==> src/inc/uvf_map.svh <==
// Purpose: constants for the input undervoltage fault response sequencer
// Assumes: 25 MHz system clock
// Notes: register reached as a plain byte port, written by the host side
//
// What this block does
// - response 00: ignore the fault, output keeps running
// - response 01: keep running for delay count times delay unit
// - fault still present after that delay: act per retry field
// - response 10: disable output at once, then follow retry field
// - response 11: disable output and hold off until fault cleared
// - clear on status bit clear, clear-faults command or reset
// - clear on output commanded off then on, by pin or command
// - retry 000: no restart, output stays off until cleared
// - retry 001: one restart; failing that, stay off until cleared
// - restart attempts start spaced by delay count times delay unit, or by the restart window when that is longer
// - retry 010..110 gives 2..6 attempts; 111 retries without limit
// - delay field encodes two to the field value units, unit from 0xd2
`ifndef UVF_MAP_SVH
`define UVF_MAP_SVH
`define UVF_RESP_OFFSET 8'h5a
`define UVF_UNIT_OFFSET 8'hd2
`define UVF_RESP_RESET 8'h00
`define UVF_RSP_MSB 7
`define UVF_RSP_LSB 6
`define UVF_RTY_MSB 5
`define UVF_RTY_LSB 3
`define UVF_DLY_MSB 2
`define UVF_DLY_LSB 0
`define UVF_RTY_NONE 3'h0
`define UVF_RTY_FOREVER 3'h7
`define UVF_UNIT_RESET 16'h0001
`define UVF_START_NS 1000
`define UVF_CLK_NS 40
`define UVF_START_CYC ((`UVF_START_NS + `UVF_CLK_NS - 1) / `UVF_CLK_NS)
`endif

==> src/inc/uvf_pkg.sv <==
// Purpose: types for the undervoltage fault response sequencer
// Assumes: nothing
// Notes: state codes written out
`default_nettype none
package uvf_pkg;
   typedef enum logic [1:0] {
      UVF_IGNORE = 2'h0,
      UVF_DELAY_RUN = 2'h1,
      UVF_DISABLE_RETRY = 2'h2,
      UVF_LATCH_OFF = 2'h3
   } uvf_resp_t;
   typedef enum logic [2:0] {
      UVF_RUN = 3'h0,
      UVF_GRACE = 3'h1,
      UVF_WAIT = 3'h2,
      UVF_START = 3'h3,
      UVF_LATCHED = 3'h4
   } uvf_state_t;
endpackage : uvf_pkg
`default_nettype wire

==> src/hdl/uvf_delay_timer.sv <==
// Purpose: counts 2**code delay units, each unit a number of clock ticks
// Assumes: start and clear are one-cycle pulses
// Notes: unit tick comes from a divider so the long count stays narrow
`default_nettype none
module uvf_delay_timer #(
   parameter int UNIT_W = 16
) (
   // clock and reset
   input wire logic clk_sys,
   input wire logic resetn,
   // control
   input wire logic start,
   input wire logic clear,
   input wire logic [2:0] code,
   input wire logic [UNIT_W-1:0] unitTicks,
   // result
   output logic done,
   output logic busy
);
   logic [UNIT_W-1:0] divCnt;
   logic [7:0] unitsLeft;
   wire unitPulse = busy && (divCnt == '0);
   wire lastUnit = unitPulse && (unitsLeft == 8'h01);
   wire [UNIT_W-1:0] reloadDiv = (unitTicks == '0) ? '0 : unitTicks - 1'b1;

   // 2**code units
   function automatic logic [7:0] units_of(input logic [2:0] c);
      units_of = 8'h01 << c;
   endfunction : units_of

   always_ff @(posedge clk_sys) begin
      if (!resetn || clear) begin
         busy <= 1'b0;
         done <= 1'b0;
         divCnt <= '0;
         unitsLeft <= 8'h00;
      end else if (start) begin
         busy <= 1'b1;
         done <= 1'b0;
         divCnt <= reloadDiv;
         unitsLeft <= units_of(code);
      end else begin
         done <= lastUnit;
         if (lastUnit) begin
            busy <= 1'b0;
         end
         if (unitPulse) begin
            divCnt <= reloadDiv;
            unitsLeft <= unitsLeft - 8'h01;
         end else if (busy) begin
            divCnt <= divCnt - 1'b1;
         end
      end
   end
endmodule : uvf_delay_timer
`default_nettype wire

==> src/hdl/uvf_sequencer.sv <==
// Purpose: decides output enable after an input undervoltage fault
// Assumes: fault, clear and command inputs are synchronous to clk_sys
// Notes: a restart attempt fails if the fault is present at its end
`include "uvf_map.svh"
`default_nettype none
module uvf_sequencer
   import uvf_pkg::*;
#(
   parameter int UNIT_W = 16,
   parameter int START_CYC = `UVF_START_CYC
) (
   // clock and reset
   input wire logic clk_sys,
   input wire logic resetn,
   // register write port
   input wire logic regWrite,
   input wire logic [7:0] regWdata,
   input wire logic unitWrite,
   input wire logic [UNIT_W-1:0] unitWdata,
   // fault and clearing events
   input wire logic uvFault,
   input wire logic statusClear,
   input wire logic clearFaults,
   input wire logic outputCommandOn,
   // register readback and status
   output logic [7:0] input_undervoltage_fault_response,
   output logic [UNIT_W-1:0] delayUnit,
   output logic outputEnable,
   output logic faultLatched,
   output logic [2:0] attemptCount
);
   uvf_state_t state, next_state;
   logic cmdOnDly;
   logic nextEnable;
   logic nextLatched;
   logic tmrStart;
   logic tmrDone;
   logic tmrBusy;
   logic [15:0] startCnt;

   // ----------------------------------------
   // field decode
   // ----------------------------------------
   wire uvf_resp_t respMode = uvf_resp_t'(
      input_undervoltage_fault_response[`UVF_RSP_MSB:`UVF_RSP_LSB]);
   wire [2:0] retryCode = input_undervoltage_fault_response[`UVF_RTY_MSB:`UVF_RTY_LSB];
   wire [2:0] delayCode = input_undervoltage_fault_response[`UVF_DLY_MSB:`UVF_DLY_LSB];
   // off then on edge of the combined pin/command enable
   wire cycleOn = outputCommandOn && !cmdOnDly;
   wire clearEvt = statusClear || clearFaults || cycleOn;
   wire commandedOff = !outputCommandOn;
   wire retryLeft = (retryCode == `UVF_RTY_FOREVER) || (attemptCount < retryCode);
   wire startDone = (state == UVF_START) && (startCnt == 16'h0000);
   // an expiry that fell inside a long restart window is not waited for again
   wire waitOver = (state == UVF_WAIT) && (tmrDone || !tmrBusy);
   wire attemptBegins = waitOver && !commandedOff;

   // ----------------------------------------
   // shared delay timer
   // ----------------------------------------
   uvf_delay_timer #(
      .UNIT_W(UNIT_W)
   ) u_timer (
      .clk_sys(clk_sys),
      .resetn(resetn),
      .start(tmrStart),
      .clear(clearEvt),
      .code(delayCode),
      .unitTicks(delayUnit),
      .done(tmrDone),
      .busy(tmrBusy)
   );

   // ----------------------------------------
   // sequencer
   // ----------------------------------------
   always_comb begin
      next_state = state;
      tmrStart = 1'b0;
      case (state)
         UVF_RUN: begin
            if (uvFault) begin
               case (respMode)
                  UVF_IGNORE: next_state = UVF_RUN;
                  UVF_DELAY_RUN: begin
                     next_state = UVF_GRACE;
                     tmrStart = 1'b1;
                  end
                  UVF_DISABLE_RETRY: begin
                     if (retryCode == `UVF_RTY_NONE) begin
                        next_state = UVF_LATCHED;
                     end else begin
                        next_state = UVF_WAIT;
                        tmrStart = 1'b1;
                     end
                  end
                  default: next_state = UVF_LATCHED;
               endcase
            end
         end
         UVF_GRACE: begin
            if (tmrDone) begin
               if (!uvFault) begin
                  next_state = UVF_RUN;
               end else if (retryCode == `UVF_RTY_NONE) begin
                  next_state = UVF_LATCHED;
               end else begin
                  next_state = UVF_WAIT;
                  tmrStart = 1'b1;
               end
            end
         end
         UVF_WAIT: begin
            if (commandedOff) begin
               next_state = UVF_LATCHED;
            end else if (waitOver) begin
               next_state = UVF_START;
               tmrStart = 1'b1;
            end
         end
         UVF_START: begin
            if (commandedOff) begin
               next_state = UVF_LATCHED;
            end else if (startDone) begin
               if (!uvFault) begin
                  next_state = UVF_RUN;
               end else if (retryLeft) begin
                  next_state = UVF_WAIT;
               end else begin
                  next_state = UVF_LATCHED;
               end
            end
         end
         UVF_LATCHED: next_state = UVF_LATCHED;
         default: next_state = UVF_RUN;
      endcase
      if (clearEvt) begin
         next_state = UVF_RUN;
      end
   end

   // ----------------------------------------
   // output decode
   // ----------------------------------------
   // the converter runs in normal operation, in the grace delay and in a restart window
   function automatic logic runs_output(input uvf_state_t s);
      case (s)
         UVF_RUN: runs_output = 1'b1;
         UVF_GRACE: runs_output = 1'b1;
         UVF_START: runs_output = 1'b1;
         default: runs_output = 1'b0;
      endcase
   endfunction : runs_output

   assign nextEnable = runs_output(next_state);
   assign nextLatched = (next_state == UVF_LATCHED);

   // ----------------------------------------
   // state and status registers
   // ----------------------------------------
   always_ff @(posedge clk_sys) begin
      if (!resetn) begin
         state <= UVF_RUN;
         outputEnable <= 1'b1;
         faultLatched <= 1'b0;
      end else begin
         state <= next_state;
         outputEnable <= nextEnable;
         faultLatched <= nextLatched;
      end
   end

   // ----------------------------------------
   // on-command edge memory
   // ----------------------------------------
   // resets high so a command already on at release is not taken as off then on
   always_ff @(posedge clk_sys) begin
      if (!resetn) begin
         cmdOnDly <= 1'b1;
      end else begin
         cmdOnDly <= outputCommandOn;
      end
   end

   // ----------------------------------------
   // register writes
   // ----------------------------------------
   always_ff @(posedge clk_sys) begin
      if (!resetn) begin
         input_undervoltage_fault_response <= `UVF_RESP_RESET;
      end else if (regWrite) begin
         input_undervoltage_fault_response <= regWdata;
      end
   end

   always_ff @(posedge clk_sys) begin
      if (!resetn) begin
         delayUnit <= UNIT_W'(`UVF_UNIT_RESET);
      end else if (unitWrite) begin
         delayUnit <= unitWdata;
      end
   end

   // ----------------------------------------
   // restart attempts
   // ----------------------------------------
   // saturates at 7 so an endless retry never wraps back under a finite limit
   always_ff @(posedge clk_sys) begin
      if (!resetn || clearEvt) begin
         attemptCount <= 3'h0;
      end else if (next_state == UVF_RUN) begin
         attemptCount <= 3'h0;
      end else if (attemptBegins && (attemptCount != 3'h7)) begin
         attemptCount <= attemptCount + 3'h1;
      end
   end

   // restart window: the output is on for START_CYC cycles per attempt
   always_ff @(posedge clk_sys) begin
      if (!resetn || clearEvt) begin
         startCnt <= 16'h0000;
      end else if (attemptBegins) begin
         startCnt <= 16'(START_CYC - 1);
      end else if (startCnt != 16'h0000) begin
         startCnt <= startCnt - 16'h0001;
      end
   end
endmodule : uvf_sequencer
`default_nettype wire

==> config.mk <==
export PLATFORM = sky130hd
export DESIGN_NAME = uvf_sequencer
export DESIGN_NICKNAME = d
export VERILOG_FILES = /design/src/inc/uvf_pkg.sv /design/src/hdl/uvf_delay_timer.sv /design/src/hdl/uvf_sequencer.sv
export VERILOG_INCLUDE_DIRS = /design/src /design/src/inc
export SDC_FILE = /design/constraint.sdc
export NUM_CORES = 1
export LEC_CHECK = 0
export ABC_AREA = 1
export BUFFER_PORTS_ARGS = -buffer_cell sky130_fd_sc_hd__clkbuf_2
export CORE_MARGIN = 2
export CORE_UTILIZATION = 38
export DETAILED_ROUTE_END_ITERATION = 8
export PLACE_DENSITY_LB_ADDON = 0.05
export SYNTH_ARGS = -nofsm -noshare
export SYNTH_HDL_FRONTEND = slang
export SYNTH_SLANG_ARGS = --single-unit
==> constraint.sdc <==
create_clock -name clk_sys -period 2.01 [get_ports clk_sys]
set_input_delay 0.402 -clock clk_sys [delete_from_list [all_inputs] [get_ports clk_sys]]
set_output_delay 0.402 -clock clk_sys [all_outputs]
set_load 0.005 [all_outputs]
# --- Yosys cells after proc, flatten, opt, wreduce, memory -nomap -nowiden ---
# Cells that the tools add are included.
# Widths: inputs -> output; s select.
totals:
  ff_bits: 75
  inputBits: 32
  out_inout_bits: 29
  elab_cells: 95
classes:
  n_addsub: 5
  n_lt_le_gt_ge: 1
  eq_ne: 12
  n_shift: 1
  n_mux: 32
  reduce_logical: 31
op_table:
  columns: ["cell", "n"]
  rows:
  - ["$mux 16", 4]
  - ["$logic_not 16->1", 3]
  - ["$sub 16x1->16 const B", 3]
  - ["$mux 3", 11]
  - ["$mux 8", 2]
  - ["$reduce_bool 16->1", 1]
  - ["$pmux 3 s5", 1]
  - ["$mux 5", 2]
  - ["$eq 3x2->1 const B", 3]
  - ["$eq 3x3->1 const B", 3]
  - ["$logic_not 3->1", 3]
  - ["$mux 1", 9]
  - ["$pmux 3 s3", 1]
  - ["$eq 8x1->1 const B", 1]
  - ["$shl 1x3->8 const A", 1]
  - ["$sub 8x1->8 const B", 1]
  - ["$logic_and 1x1->1", 7]
  - ["$eq 3x1->1 const B", 2]
  - ["$reduce_bool 2->1", 3]
  - ["$reduce_or 2->1", 3]
  - ["$logic_or 1x1->1", 5]
  - ["$add 3x1->3 const B", 1]
  - ["$logic_not 1->1", 3]
  - ["$lt 3x3->1", 1]
  - ["8 further kinds", 8]

# --- Depth between registers and ports, before layout ---
logic_depth:
  ltp_word: 11
  mapped_depth: 16
  ltp_nobuf: 16

# --- By module ---
# From an unflattened synthesis, not the netlist that was laid out.
hier_totals:
  cells_unflattened: 699
  area_unflattened_um2: 4579.4
by_module_without_submodules:
  columns: ["module", "n_inst", "cells_per_inst", "area_per_inst_um2", "seq_area_each_um2"]
  rows:
  - ["uvf_sequencer", 1, 334, 2384.8, 980.9]
  - ["uvf_delay_timer", 1, 365, 2194.6, 520.5]

# --- Least setup slack after synthesis ---
# OpenSTA, ideal clock, no wires.
synth_timing:
  path_kind: "register to register"
  start: "register delayUnit[0]"
  end: "register u_timer.divCnt[1]"
  setup_time_ps: 117
  arrival_ps: 1568
  required_time_ps: 1893
  setup_slack_ps: 325
  path_stages_with_launch: 12
  path_buffers: 0
  synth_period_minus_slack_ps: 1685
  cell_sequence: "dfxtp_1 > inv_1 > ha_1 > nand3_1 > nor2_1 > nand2_1 > nor3_1 > nand2_1 > nand2_1 > nor2_1 > nor2_1 > nor2_1"
synth_via:
  elab_chain_cells: 4
  elab_cells_between_ends: 5
  cone_classes: "add/sub: 1; mux: 3; reduce/logical: 1"
synth_lines:
  columns: ["element", "line", "text"]
  rows:
  - ["from (decl)", "uvf_sequencer.sv:27", "output logic [UNIT_W-1:0] delayUnit,"]
  - ["from (signal assigned)", "uvf_sequencer.sv:198", "delayUnit <= UNIT_W'(`UVF_UNIT_RESET);"]
  - ["from (signal assigned)", "uvf_sequencer.sv:200", "delayUnit <= unitWdata;"]
  - ["$sub 16x1->16 / $logic_not 16->1 (equally long branches)", "uvf_delay_timer.sv:24", "wire [UNIT_W-1:0] reloadDiv = (unitTicks == '0) ? '0 : unitTicks - 1'b1;"]
  - ["$mux 16 (*)", "uvf_delay_timer.sv:24", null]
  - ["$mux 16", "uvf_delay_timer.sv:47", "if (unitPulse) begin"]
  - ["$mux 16 (*)", "uvf_delay_timer.sv:37", "end else if (start) begin"]
  - ["to (signal assigned)", "uvf_delay_timer.sv:40", "divCnt <= reloadDiv;"]
  - ["to (signal assigned)", "uvf_delay_timer.sv:48", "divCnt <= reloadDiv;"]
  - ["to (signal assigned)", "uvf_delay_timer.sv:51", "divCnt <= divCnt - 1'b1;"]
  - ["to (decl)", "uvf_delay_timer.sv:20", "logic [UNIT_W-1:0] divCnt;"]
# Mark *: on every way between the ends. The rest lies on a longest branch, timed or not.
# A chain may end at the register's enable or synchronous reset.

# --- Worst setup path after layout ---
layout_timing:
  start: "register startCnt[0]"
  end: "register startCnt[9]"
layout_via:
  elab_chain_cells: 1
  elab_cells_between_ends: 2
  cone_classes: "add/sub: 1; reduce/logical: 1"
layout_lines:
  columns: ["element", "line", "text"]
  rows:
  - ["from (decl)", "uvf_sequencer.sv:39", "logic [15:0] startCnt;"]
  - ["from (signal assigned)", "uvf_sequencer.sv:223", "startCnt <= 16'(START_CYC - 1);"]
  - ["from (signal assigned)", "uvf_sequencer.sv:225", "startCnt <= startCnt - 16'h0001;"]
  - ["$sub 16x1->16 / $reduce_bool 16->1 (equally long branches)", "uvf_sequencer.sv:225, uvf_sequencer.sv:224", null]
# Several ways; a longest one is shown, not always the timed one.

==> summary.txt <==
Floorplanning
  • Rows: 39
  • Die Area: about 13,000 sq um
  • I/O pin total: slightly above 60
  • Placeable Area: 11,400 sq um
  • Starting Density: 0.388
  • Die X-Extent: between 100 and 150 um
  • Height of the die: 112 um

Yosys
  • Multiplexer share of the synthesized area: 0.00509
  • Post-synthesis sequential area ratio: 0.339
  • Most frequent cells after synthesis: nand2_1 (121), nor2_1 (98), inv_1 (83)
  • Simple-Gate Fraction of Synth Area: 0.336
  • Mapped Cells: 657
  • Avg Cell Area, Syn: 6.74 sq um
  • Post-synth EDFFs: 0
  • Largest family of logic cells by synthesized area: simple AND/OR/NAND/NOR gates
  • Adder-cell area share of the yosys netlist: 0.0396
  • Synth unique cells: approximately 40
  • Post-synthesis xor/xnor area fraction: 0.0593
  • Mapped cell area: roughly 4400 sq um
  • Post-synthesis compound-gate area fraction: 0.122
  • Count leader, synth: nand2_1
  • Top post-synthesis cells by area: dfxtp_1 (34%), nand2_1 (10%), nor2_1 (8.3%), inv_1 (7.0%), nand3_1 (5.4%)
  • Largest area contributor in the synthesized netlist: dfxtp_1
  • Seq cells post-synth: between 70 and 80
  • Syn nets: ~700
  • Ys Warns: 0
  • Predominant post-synthesis flop cell: dfxtp_1
  • Share of the synthesized area in the top cell type: 0.339
  • Asr flop ratio synth: 0

Worst setup path
  • Ordered cell list for the critical path: inv_1, ha_1, nand2_1, nor2_1, nand2_2, nand2_1, nor2_1, nand4_1, or2_2, a21oi_1
  • Critical Path RT: 2.27 ns
  • CP endpoint kind: flip-flop
  • Worst setup SP type: flip-flop
  • Max stage delay on crit path: approximately 0.35 ns
  • Setup Crit Path Kind: flip-flop to flip-flop
  • Critical-path top delay cell: dfxtp_1
  • Crit path max-delay family: simple AND/OR/NAND/NOR gates
  • Arrival @ worst endpoint: about 2.1 ns
  • Crit Path Max Fanout: 7
  • Buf/Inv on CP: 1

Clock tree
  • CTS hold repair buffers: 0
  • Clock Path Buffers: 2
  • Clock slew at reported path FFs: ~0.06 ns
  • # clock sinks: 75
  • Clk root buf: clkbuf_16
  • Clk_lat worst skew: around 0.34 ns
  • TritonCTS clock tree: yes
  • H-tree depth reported by CTS: 3
  • Cts bufs inserted: 9

Job
  • Max-cap violations: 0

Timing
  • Tcrit/Tclk final: 0.924
  • Final Hold Violating Endpoints: 0
  • RSZ-0062 raised after global routing: no
  • Final setup TNS: 0 ns
  • Worst Max-Slew Pin Slew: around 0.53 ns
  • Slew headroom: 0.645
  • Peak Freq: around 0.54 GHz
  • Final hold slack: 0.276 ns
  • Min Tclk post-route: approximately 1.9 ns
  • Max Slew Vio Count: 0
  • Final setup vio count: 0
  • Clock Skew: just under 0.007 ns

Detailed routing
  • WL/cell: around 13 um
  • Drc violations: 0
  • Antenna Nets Post-Route: 0
  • Via Count: ~4,400
  • Initial DRC Count: roughly 240
  • Detailed Routing Iterations Pass 1: 4
  • Post-Route WL: about 12 mm
  • DR vias/cell: 4.93

Global route
  • First-pass GRT wire length: slightly below 20 mm
  • Initial antenna violation count: 0
  • Total GRT Usage: 0.195
  • Vias in the first global route: 4,233
  • Grt total ovfl: 0
  • Largest net degree at the start of global routing: 24

Pwr
  • Total Power Consumption: slightly above 7000 uW
  • Leakage: 0.00267 uW
  • PD cells: approximately 1300 nW/um^2
  • Peak VDD IR: 1430 uV

Placed design
  • Cell Area, Placed: ~5000 sq um
  • IO Port Bufs: 60
  • GPL Wtd Cong: about 0.85
  • Post-DP HPWL: about 9 mm

Finish
  • Final nets: 791
  • Syn-to-layout area delta: 21.7%
  • Fin area: approximately 5400 sq um
  • Share of layout cells above drive strength 1: 0.192
  • # diodes: 0

Worst hold path
  • Hold/Removal Path Class: input port to flip-flop

Status
  • Status: complete, no violations
## sequential cells by signal, summed over array words and instances, names as in the netlist
register,flops
attemptCount,3
cmdOnDly,1
delayUnit,16
faultLatched,1
input_undervoltage_fault_response,8
outputEnable,1
startCnt,16
state,3
u_timer.busy,1
u_timer.divCnt,16
u_timer.done,1
u_timer.unitsLeft,8
## worst reg2reg max path, stage by stage, from the launching register on
cell and delay (ns):
dfxtp_1 0.35, inv_1 0.08, ha_1 0.21, nand2_1 0.07
nor2_1 0.05, nand2_2 0.14, nand2_1 0.09, nor2_1 0.20
nand4_1 0.15, or2_2 0.30, a21oi_1 0.13
## layer usage
layer	routed length, um	track usage
met4	202	0.0707
met1	5620	0.253
met3	496	0.0392
met5	0	0
met2	5470	0.321
## power by group
group          switching, uW  total [uW]  internal [uW]
Clock                    634        1620            989
Combinational           2180        3620           1450
Sequential               176        1840           1670
## worst paths after layout
kind              slack [ns]  cells after the start                           start                              to
setup / recovery        0.15                     10        startCnt[0]$_SDFFE_PP0P_        startCnt[9]$_SDFFE_PP0P_
hold / removal          0.28                      3                    unitWdata[0]       delayUnit[0]$_SDFFE_PN1P_
setup reg to reg        0.15                     10        startCnt[0]$_SDFFE_PP0P_        startCnt[9]$_SDFFE_PP0P_
hold reg to reg         0.48                      2  u_timer.divCnt[6]$_SDFFE_PP0P_  u_timer.divCnt[6]$_SDFFE_PP0P_
## through the flow
stage                     std cells  setup WS (ns)   util
final                           893          0.152  0.472
after global routing            893        0.00226  0.472
after CTS                       886         0.0571  0.465
after detailed placement        870      0.0000397  0.439
after global placement          870         0.0485  0.439
after floorplan                 657          0.325      -
## layout by cell type, fill, tap and decap left out, types with 14 or more instances in the layout
cell type	netlist	layout
nand4_1	18	18
a21oi_1	36	36
dfxtp_1	75	74
clkbuf_2	0	60
nor2_1	98	96
nor3_1	19	18
ha_1	14	14
inv_1	83	81
buf_4	0	31
nand2_1	121	119
o21ai_0	46	46
xor2_1	22	22
nand3_1	48	48
## final cells by class
cell class | instances | area [sq um]
flip-flops and latches | 75 | 1500
inverters | 89 | 340
fillers | 1206 | 6030
well taps | 143 | 179
clock buffers | 11 | 243
repair buffers | 93 | 564
clock inverters | 5 | 52.6
multi-input cells | 477 | 2510
## logic make-up (layout without fill, tap and decap cells)
logic type | count (synthesis) | after routing
compound gates | 100 | 100
xor+xnor | 30 | 30
fa+ha+maj | 14 | 14
buf+inv | 105 | 198
flops | 75 | 75
mux | 2 | 2
simple gates | 331 | 331
## timing repair
action | 4_1_cts | 5_1_grt
buffers inserted | 0 | 7
endpoints found under the setup margin | 1 | 11
pin swaps | 0 | 2
gates resized for setup | 2 | 8
Power figures use the tool's default switching activity.
